--- config.mk ---
export PLATFORM = sky130hd
export DESIGN_NAME = boot_mode_strap_decoder
export DESIGN_NICKNAME = d
export VERILOG_FILES = /design/src/boot_strap_pkg.sv /design/src/strap_sync.sv /design/src/cfg_seq_timer.sv /design/src/boot_mode_strap_decoder.sv
export SDC_FILE = /design/constraint.sdc
export NUM_CORES = 1
export LEC_CHECK = 0
export BUFFER_PORTS_ARGS = -buffer_cell sky130_fd_sc_hd__buf_2
export CELL_PAD_IN_SITES_DETAIL_PLACEMENT = 0
export CELL_PAD_IN_SITES_GLOBAL_PLACEMENT = 1
export CORE_MARGIN = 2
export CORE_UTILIZATION = 45
export DETAILED_ROUTE_END_ITERATION = 10
export PLACE_DENSITY_LB_ADDON = 0.12
export REMOVE_ABC_BUFFERS = 1
export SYNTH_ARGS = -nofsm -noshare
export SYNTH_HDL_FRONTEND = slang
export SYNTH_SLANG_ARGS = --single-unit
--- constraint.sdc ---
create_clock -name i_clk_sys -period 2 [get_ports i_clk_sys]
set_input_delay 0.1 -clock i_clk_sys [delete_from_list [all_inputs] [get_ports i_clk_sys]]
set_output_delay 0.1 -clock i_clk_sys [all_outputs]
set_load 0.01 [all_outputs]
--- src/boot_strap_pkg.sv ---
package boot_strap_pkg;

	// Boot sources after decoding
	typedef enum logic [3:0] {
		BOOT_NONE,
		BOOT_NAND8,
		BOOT_NAND16,
		BOOT_SERIAL_DL,
		BOOT_EEPROM,
		BOOT_INT_UNDEF,
		BOOT_ASYNC_ROM,
		BOOT_ASYNC_INVALID,
		BOOT_SYNC_FLASH,
		BOOT_SYNC_ROM
	} boot_src_t;

	// Width strap codes
	localparam logic [1:0] WIDTH_CODE_A = 2'h0;
	localparam logic [1:0] WIDTH_CODE_B = 2'h1;
	localparam logic [1:0] WIDTH_CODE_C = 2'h2;
	localparam logic [1:0] WIDTH_CODE_D = 2'h3;

	// Address byte counts for NAND boot
	localparam logic [2:0] NAND_ADDR_3 = 3'h3;
	localparam logic [2:0] NAND_ADDR_4 = 3'h4;
	localparam logic [2:0] NAND_ADDR_5 = 3'h5;

	// Data path width codes: 0 = 8, 1 = 16, 2 = 32 bit
	localparam logic [1:0] BUS_8 = 2'h0;
	localparam logic [1:0] BUS_16 = 2'h1;
	localparam logic [1:0] BUS_32 = 2'h2;

	// Bank numbers mapped at address zero
	localparam logic [2:0] BANK_SYNC_BOOT = 3'h4;
	localparam logic [2:0] BANK_ASYNC_BOOT = 3'h0;

	// Memory configuration sequence length in cycles
	localparam logic [7:0] CFG_SEQ_CYCLES = 8'h10;

	// Reset values
	localparam logic [4:0] STRAP_RESET = 5'h00;

endpackage

--- src/strap_sync.sv ---
module strap_sync #(
	parameter int WIDTH = 5
) (
	// Clock and reset
	input wire logic i_clk_sys,
	input wire logic i_rst_n,
	// Asynchronous level in, synchronised level out
	input wire logic [WIDTH-1:0] i_async,
	output logic [WIDTH-1:0] o_sync
);

	// Two-stage synchroniser state
	typedef struct packed {
		logic [WIDTH-1:0] meta;
		logic [WIDTH-1:0] stable;
	} sync_state_t;

	sync_state_t state;
	sync_state_t next_state;

	// Shift through two stages
	always_comb begin
		next_state.meta = i_async;
		next_state.stable = state.meta;
	end

	// Register the stages
	always_ff @(posedge i_clk_sys or negedge i_rst_n) begin
		if (!i_rst_n) begin
			state <= '0;
		end else begin
			state <= next_state;
		end
	end

	assign o_sync = state.stable;

endmodule

--- src/cfg_seq_timer.sv ---
module cfg_seq_timer #(
	parameter int CYCLES = 16
) (
	// Clock and reset
	input wire logic i_clk_sys,
	input wire logic i_rst_n,
	// One-cycle start pulse, busy level, one-cycle done pulse
	input wire logic i_start,
	output logic o_busy,
	output logic o_done
);

	// Counter state
	typedef struct packed {
		logic busy;
		logic done;
		logic [15:0] count;
	} timer_state_t;

	timer_state_t state;
	timer_state_t next_state;

	// Count down the configuration sequence
	always_comb begin
		next_state = state;
		next_state.done = 1'b0;
		if (i_start && !state.busy) begin
			// Load the length
			next_state.busy = 1'b1;
			next_state.count = 16'(CYCLES - 1);
		end else if (state.busy) begin
			if (state.count == 16'h0000) begin
				// Sequence finished
				next_state.busy = 1'b0;
				next_state.done = 1'b1;
			end else begin
				next_state.count = state.count - 16'h0001;
			end
		end
	end

	// Register the counter
	always_ff @(posedge i_clk_sys or negedge i_rst_n) begin
		if (!i_rst_n) begin
			state <= '0;
		end else begin
			state <= next_state;
		end
	end

	assign o_busy = state.busy;
	assign o_done = state.done;

endmodule

--- src/boot_mode_strap_decoder.sv ---
module boot_mode_strap_decoder #(
	parameter int CFG_CYCLES = int'(boot_strap_pkg::CFG_SEQ_CYCLES),
	parameter bit SYNC_FLASH_CFG = 1'b1
) (
	// Clock and power-on reset
	input wire logic i_clk_sys,
	input wire logic i_rst_n,
	// Strap pins from the board
	input wire logic i_port_a_bit_seven_strap,
	input wire logic i_media_change_strap,
	input wire logic i_width_strap_high,
	input wire logic i_width_strap_low,
	input wire logic i_internal_boot_strap,
	// Latched strap values
	output logic [4:0] o_straps_latched,
	output logic o_straps_valid,
	// Decoded boot mode
	output boot_strap_pkg::boot_src_t o_boot_src,
	output logic o_boot_internal,
	output logic o_boot_undefined,
	output logic o_boot_invalid,
	output logic [2:0] o_nand_addr_bytes,
	output logic [1:0] o_bus_width,
	output logic o_init_mode_register,
	// Address zero mapping
	output logic [2:0] o_boot_bank,
	output logic o_map_sync_chip_select_three,
	output logic o_map_bank_zero_chip_select,
	// Configuration sequence and processor release
	output logic o_cfg_seq_busy,
	output logic o_cpu_release
);

	// Controller phases; five states leave three codes unused
	typedef enum logic [2:0] {
		ST_SETTLE,
		ST_FILL,
		ST_CAPTURE,
		ST_CONFIG,
		ST_RUN
	} phase_t;

	// All state of this module except the reset synchroniser flops
	typedef struct packed {
		phase_t phase;
		logic [4:0] straps;
		logic valid;
		boot_strap_pkg::boot_src_t src;
		logic internal;
		logic undefined;
		logic invalid;
		logic [2:0] addr_bytes;
		logic [1:0] bus_width;
		logic init_mode;
		logic [2:0] bank;
		logic map_sync;
		logic map_async;
		logic cfg_start;
		logic release_cpu;
	} dec_state_t;

	// Reset release synchroniser
	logic rst_meta;
	logic rst_sync_n;

	// Synchronised strap pins
	logic [4:0] strap_raw;
	logic [4:0] strap_sync;

	// Configuration sequence handshake
	logic cfg_busy;
	logic cfg_done;

	dec_state_t state;
	dec_state_t next_state;

	// Decode scratch values
	boot_strap_pkg::boot_src_t dec_src;
	logic [2:0] dec_bytes;
	logic [1:0] dec_width;
	logic [1:0] wcode;
	logic port_bit;
	logic media_bit;
	logic int_bit;

	// Release reset through two flops, assert asynchronously
	always_ff @(posedge i_clk_sys or negedge i_rst_n) begin
		if (!i_rst_n) begin
			rst_meta <= 1'b0;
			rst_sync_n <= 1'b0;
		end else begin
			rst_meta <= 1'b1;
			rst_sync_n <= rst_meta;
		end
	end

	// Strap bit order: port, media, width high, width low, internal
	assign strap_raw = {i_port_a_bit_seven_strap, i_media_change_strap,
		i_width_strap_high, i_width_strap_low, i_internal_boot_strap};

	// Pins pass two flops before use
	strap_sync #(
		.WIDTH(5)
	) u_strap_sync (
		.i_clk_sys(i_clk_sys),
		.i_rst_n(rst_sync_n),
		.i_async(strap_raw),
		.o_sync(strap_sync)
	);

	// Timer for the memory configuration sequence
	cfg_seq_timer #(
		.CYCLES(CFG_CYCLES)
	) u_cfg_seq_timer (
		.i_clk_sys(i_clk_sys),
		.i_rst_n(rst_sync_n),
		.i_start(state.cfg_start),
		.o_busy(cfg_busy),
		.o_done(cfg_done)
	);

	// Field views of the latched straps
	// Decode reads only the latched copy, so later pin
	// activity cannot disturb the boot mode
	assign port_bit = state.straps[4];
	assign media_bit = state.straps[3];
	assign wcode = state.straps[2:1];
	assign int_bit = state.straps[0];

	// Decode latched straps into a boot source
	always_comb begin
		dec_src = boot_strap_pkg::BOOT_INT_UNDEF;
		dec_bytes = boot_strap_pkg::NAND_ADDR_3;
		dec_width = boot_strap_pkg::BUS_8;
		// Address byte count from width straps
		unique case (wcode)
			boot_strap_pkg::WIDTH_CODE_A: dec_bytes = boot_strap_pkg::NAND_ADDR_3;
			boot_strap_pkg::WIDTH_CODE_B: dec_bytes = boot_strap_pkg::NAND_ADDR_4;
			boot_strap_pkg::WIDTH_CODE_C: dec_bytes = boot_strap_pkg::NAND_ADDR_5;
			boot_strap_pkg::WIDTH_CODE_D: dec_bytes = boot_strap_pkg::NAND_ADDR_3;
		endcase
		if (int_bit) begin
			// Internal boot ROM variants
			if (!media_bit && wcode != boot_strap_pkg::WIDTH_CODE_D) begin
				// NAND over 8 or 16 bits
				dec_src = port_bit ? boot_strap_pkg::BOOT_NAND16 :
					boot_strap_pkg::BOOT_NAND8;
				dec_width = port_bit ? boot_strap_pkg::BUS_16 :
					boot_strap_pkg::BUS_8;
			end else if (media_bit && !port_bit &&
				wcode == boot_strap_pkg::WIDTH_CODE_A) begin
				dec_src = boot_strap_pkg::BOOT_SERIAL_DL;
			end else if (media_bit && !port_bit &&
				wcode == boot_strap_pkg::WIDTH_CODE_B) begin
				dec_src = boot_strap_pkg::BOOT_EEPROM;
			end else begin
				dec_src = boot_strap_pkg::BOOT_INT_UNDEF;
			end
		end else if (!media_bit) begin
			// External asynchronous ROM
			unique case (wcode)
				boot_strap_pkg::WIDTH_CODE_A: dec_width = boot_strap_pkg::BUS_8;
				boot_strap_pkg::WIDTH_CODE_B: dec_width = boot_strap_pkg::BUS_16;
				boot_strap_pkg::WIDTH_CODE_C: dec_width = boot_strap_pkg::BUS_32;
				boot_strap_pkg::WIDTH_CODE_D: dec_width = boot_strap_pkg::BUS_8;
			endcase
			// Width 11 is flagged; board must not strap it
			dec_src = (wcode == boot_strap_pkg::WIDTH_CODE_D) ?
				boot_strap_pkg::BOOT_ASYNC_INVALID :
				boot_strap_pkg::BOOT_ASYNC_ROM;
		end else begin
			// External synchronous flash or ROM
			dec_width = wcode[1] ? boot_strap_pkg::BUS_32 :
				boot_strap_pkg::BUS_16;
			dec_src = wcode[0] ? boot_strap_pkg::BOOT_SYNC_ROM :
				boot_strap_pkg::BOOT_SYNC_FLASH;
		end
	end

	// Boot sequencing: settle, fill, capture, configure, run
	always_comb begin
		next_state = state;
		next_state.cfg_start = 1'b0;
		unique case (state.phase)
			ST_SETTLE: begin
				// First stage takes the pins on this edge
				next_state.phase = ST_FILL;
			end
			ST_FILL: begin
				// Second stage fills; the synchroniser leaves
				// reset with the internal reset, so capturing
				// any earlier would latch its zero reset value
				next_state.phase = ST_CAPTURE;
			end
			ST_CAPTURE: begin
				// Capture the five straps once
				next_state.straps = strap_sync;
				next_state.valid = 1'b1;
				next_state.phase = ST_CONFIG;
			end
			ST_CONFIG: begin
				if (!state.valid || state.src == boot_strap_pkg::BOOT_NONE) begin
					// First config cycle: record the decode
					next_state.src = dec_src;
					next_state.internal = int_bit;
					next_state.undefined =
						(dec_src == boot_strap_pkg::BOOT_INT_UNDEF);
					next_state.invalid =
						(dec_src == boot_strap_pkg::BOOT_ASYNC_INVALID);
					next_state.addr_bytes = dec_bytes;
					next_state.bus_width = dec_width;
					next_state.init_mode = !int_bit && media_bit;
					next_state.map_sync = !int_bit && media_bit;
					next_state.map_async = !int_bit && !media_bit;
					next_state.bank = (!int_bit && media_bit) ?
						boot_strap_pkg::BANK_SYNC_BOOT :
						boot_strap_pkg::BANK_ASYNC_BOOT;
					// Sync ROM always, sync flash when enabled
					if (dec_src == boot_strap_pkg::BOOT_SYNC_ROM ||
						(dec_src == boot_strap_pkg::BOOT_SYNC_FLASH &&
						SYNC_FLASH_CFG)) begin
						next_state.cfg_start = 1'b1;
					end else begin
						next_state.phase = ST_RUN;
						next_state.release_cpu = 1'b1;
					end
				end else if (cfg_done) begin
					// Sequence complete, release processor
					next_state.phase = ST_RUN;
					next_state.release_cpu = 1'b1;
				end
			end
			ST_RUN: begin
				// Hold everything until next power-on reset
				next_state = state;
			end
			default: begin
				// Unused phase code: restart the boot sequence
				next_state.phase = ST_SETTLE;
			end
		endcase
	end

	// Register all state except the reset synchroniser flops
	// Reset values are constants only
	always_ff @(posedge i_clk_sys or negedge rst_sync_n) begin
		if (!rst_sync_n) begin
			state.phase <= ST_SETTLE;
			state.straps <= boot_strap_pkg::STRAP_RESET;
			state.valid <= 1'b0;
			state.src <= boot_strap_pkg::BOOT_NONE;
			state.internal <= 1'b0;
			state.undefined <= 1'b0;
			state.invalid <= 1'b0;
			state.addr_bytes <= boot_strap_pkg::NAND_ADDR_3;
			state.bus_width <= boot_strap_pkg::BUS_8;
			state.init_mode <= 1'b0;
			state.bank <= boot_strap_pkg::BANK_ASYNC_BOOT;
			state.map_sync <= 1'b0;
			state.map_async <= 1'b0;
			state.cfg_start <= 1'b0;
			state.release_cpu <= 1'b0;
		end else begin
			state <= next_state;
		end
	end

	// Outputs straight from state
	assign o_straps_latched = state.straps;
	assign o_straps_valid = state.valid;
	assign o_boot_src = state.src;
	assign o_boot_internal = state.internal;
	assign o_boot_undefined = state.undefined;
	assign o_boot_invalid = state.invalid;
	assign o_nand_addr_bytes = state.addr_bytes;
	assign o_bus_width = state.bus_width;
	assign o_init_mode_register = state.init_mode;
	assign o_boot_bank = state.bank;
	assign o_map_sync_chip_select_three = state.map_sync;
	assign o_map_bank_zero_chip_select = state.map_async;
	assign o_cfg_seq_busy = cfg_busy;
	assign o_cpu_release = state.release_cpu;

endmodule

==> summary.txt <==
Final layout
  • # diodes: 0
  • Footprint of the multi-input gates: 1070 um^2
  • Util after Layout: approximately 55%
  • FILL cells: approximately 520
  • Commonest non-fill, non-tap cell in the layout: dfrtp_1
  • Final-stage net count: 306
  • Layout cells sized above 1: 31.0%
  • Commonest non-fill, non-tap cells in the layout: 51 x dfrtp_1, 30 x buf_2, 28 x buf_4
  • Register area: 1360 um^2
  • Area growth syn-to-layout: 18.4%

GRT
  • Grt peak-use layer: met2
  • Routing usage on met3: roughly 3.4%
  • Largest net degree at the start of global routing: 32
  • Total track usage: between 15 and 20%
  • Routing usage on met1: between 20% and 30%
  • First-pass GRT wire length: between 8000 and 9000 um
  • Number of global-route vias before repair: ~1900
  • Gr ovfl total: 0
  • Antenna violations before repair: 0
  • Met2 usage: 27.5%

Critical path
  • Worst Path Required: 2250 ps
  • CP Class: flop to flop
  • CP Capture Type: flop
  • CP Max Fanout: 3
  • CP arrival: 2260 ps
  • CP Launch Type: flop

Synthesis
  • Main synth FF type: dfrtp_1
  • Cell variety after synth: 50
  • Yosys reg bits: between 50 and 60
  • Synthesis Warnings: 0
  • Post-Syn Area: 2600 um^2
  • Avg Cell Area, Syn: about 10 um^2
  • Gate Count Post-Synth: between 200 and 250
  • Post-synthesis sequential area ratio: between 50% and 60%
  • Post-synth EDFFs: 0
  • Synth async-reset ratio: between 90% and 100%

Power
  • Leak: roughly 1.5 nW
  • PD cells: between 1500 and 2000 nW/um^2
  • Worst vdd ir: 0.655 mV

Route
  • Remaining DRCs: 0
  • DR vias/cell: roughly 5.2
  • Post-DRT Antenna Nets: 0
  • TritonRoute pass-1 iters: 4
  • Initial DRC Count: 101
  • WL per Instance: approximately 13 um
  • Detailed-route wire length: about 4900 um
  • Via count: approximately 1900

Timing
  • Hold Vio Cnt, Final: 0
  • Fmax: around 0.50 GHz
  • Total Neg Setup Slack: -13.4 ps
  • Number of setup violations in the final report: 1
  • Final critical-path share of the clock period: 101%
  • Max-slew violations: 0
  • Min setup slack post-route: -13.4 ps
  • RSZ-0062 raised after global routing: true
  • Skew final: roughly 8.4 ps
  • Fin crit period: between 2000 and 2500 ps

Clock tree
  • H-Tree Depth: 2
  • Worst-Skew Late Latency: slightly above 300 ps
  • Clock sink count: 54
  • Clk root buf: clkbuf_8
  • Clock slew at reported path FFs: ~100 ps
  • Clk buf depth: 2
  • TritonCTS buffer count: 5
  • CTS tree: done

Die
  • Starting density of the core: between 40% and 50%
  • Die Footprint: 6400 um^2
  • Row Count: 27
  • Die width: around 80 um
  • Die Ht: about 80 um
  • Core Area: 5540 um^2
  • Ports: 33

Run status
  • Status: complete, but fails checks
  • Failing checks: setup timing

Placement
  • Pre-CTS WS: -18.3 ps
  • Placed wire-length estimate: around 3500 um
  • Gpl congestion: 0.805
  • Input/output buffers: 30

Job
  • Max-cap viol count: 0

Hold path
  • Hold Path Class: primary input to asynchronous set/reset pin
-- Yosys cell counts (2+ instances only) --
library cell	number	area [um^2]
nor3b_1	2	15.0
nor2_1	16	60.1
o21a_1	2	15.0
o211ai_1	6	45.0
nor3_1	8	40.0
or4b_2	3	30.0
nand2_1	22	82.6
o21ai_0	11	55.1
mux2_2	8	90.1
dfrtp_1	52	1300
nor2b_1	2	12.5
nand2b_1	5	31.3
clkbuf_1	7	26.3
a31oi_1	2	12.5
a22o_1	5	43.8
dfstp_2	2	52.6
or3_1	2	12.5
and4_1	3	26.3
o31ai_1	5	37.5
conb_1	2	7.51
ha_1	6	75.1
nand3_1	7	35.0
mux2i_1	3	30.0
inv_1	5	18.8
a21o_1	4	30.0
nor4_1	4	25.0
nand4_1	2	12.5
buf_4	18	135
o41ai_1	2	17.5
or2_2	2	12.5
buf_2	2	10.0
a21oi_1	10	50.1
-- critical path, cell delays in order (launching register included) --
cell and delay [ps]:
dfrtp_1 420, or4_4 550, or4_4 420, or4b_1 470, nand3_1 90
-- kinds of logic (layout without fill, tap and decap cells) --
logic type	Yosys count	after routing	share of synthesized area, %
adder cells (fa/ha/maj)	6	6	2.89
flip-flops	54	54	52.1
buffers and inverters	33	78	7.47
other	2	3	0.289
AO/OA/AOI/OAI	55	55	14.5
AND/OR/NAND/NOR	87	87	18.1
multiplexers	11	11	4.62
-- layout make-up --
cell class | instances | area share (%)
Tap cell | 72 | 2.93
Multi-Input combinational cell | 162 | 34.9
Inverter | 5 | 0.611
Timing Repair Buffer | 65 | 14.3
Clock inverter | 3 | 0.936
Sequential cell | 54 | 44.1
Clock buffer | 5 | 2.24
-- repair_timing --
item                       in CTS  in global routing
setup endpoints to repair       1                 13
pin swaps                       1                  1
buffers inserted                1                  1
hold endpoints to repair        7                  0
gates resized for setup         1                  4
hold buffers                    6                  0
-- metal layers --
| layer | vias to the layer above | wire length [um] |
|---|---|---|
| li1 | 968 | - |
| met1 | 922 | 2490 |
| met2 | 27 | 2220 |
| met3 | 4 | 134 |
| met4 | 0 | 48 |
| met5 | - | 0 |
-- per-stage QoR --
stage	hold WS [ps]	total power, W	instances	instance area (um^2)
after detailed placement	-112	0.00405	350	2880
final	91.6	0.00471	366	3070
after CTS	76.5	0.00473	365	3050
after global routing	61.4	0.00515	366	3070
after global placement	-114	0.00404	350	2880
after floorplan	-196	0.00311	221	2430
-- power by group --
part	internal [W]	switching, W
registers	0.00145	0.000392
clock network	0.000262	0.000379
logic	0.00108	0.00114
total	0.00280	0.00191
-- final timing paths --
check,start,endpoint,slack [ps],cells after the start
worst min-delay path,i_rst_n,rst_sync_n$_DFF_PN0_,90,2
worst min register to register,rst_sync_n$_DFF_PN0_,u_strap_sync.next_state[0]$_DFF_PN0_,230,0
max in group asynchronous,rst_sync_n$_DFF_PN0_,o_boot_src[0]$_DFFE_PN0P_,1240,1
worst max-delay path,u_cfg_seq_timer.state[3]$_DFFE_PN0P_,u_cfg_seq_timer.state[9]$_DFFE_PN0P_,-10,4
min in group i_clk_sys,u_strap_sync.next_state[2]$_DFF_PN0_,u_strap_sync.o_sync[2]$_DFF_PN0_,360,0
worst max register to register,u_cfg_seq_timer.state[3]$_DFFE_PN0P_,u_cfg_seq_timer.state[9]$_DFFE_PN0P_,-10,4
-- flip-flops by register name (all words and copies together) (netlist names), 2 cells and up --
signal / count
o_boot_src: 4
o_bus_width: 2
u_cfg_seq_timer.state: 16
state: 4
o_nand_addr_bytes: 3
o_straps_latched: 5
u_strap_sync.o_sync: 5
u_strap_sync.next_state: 5
Note: power is estimated with default switching activity, not from simulation.
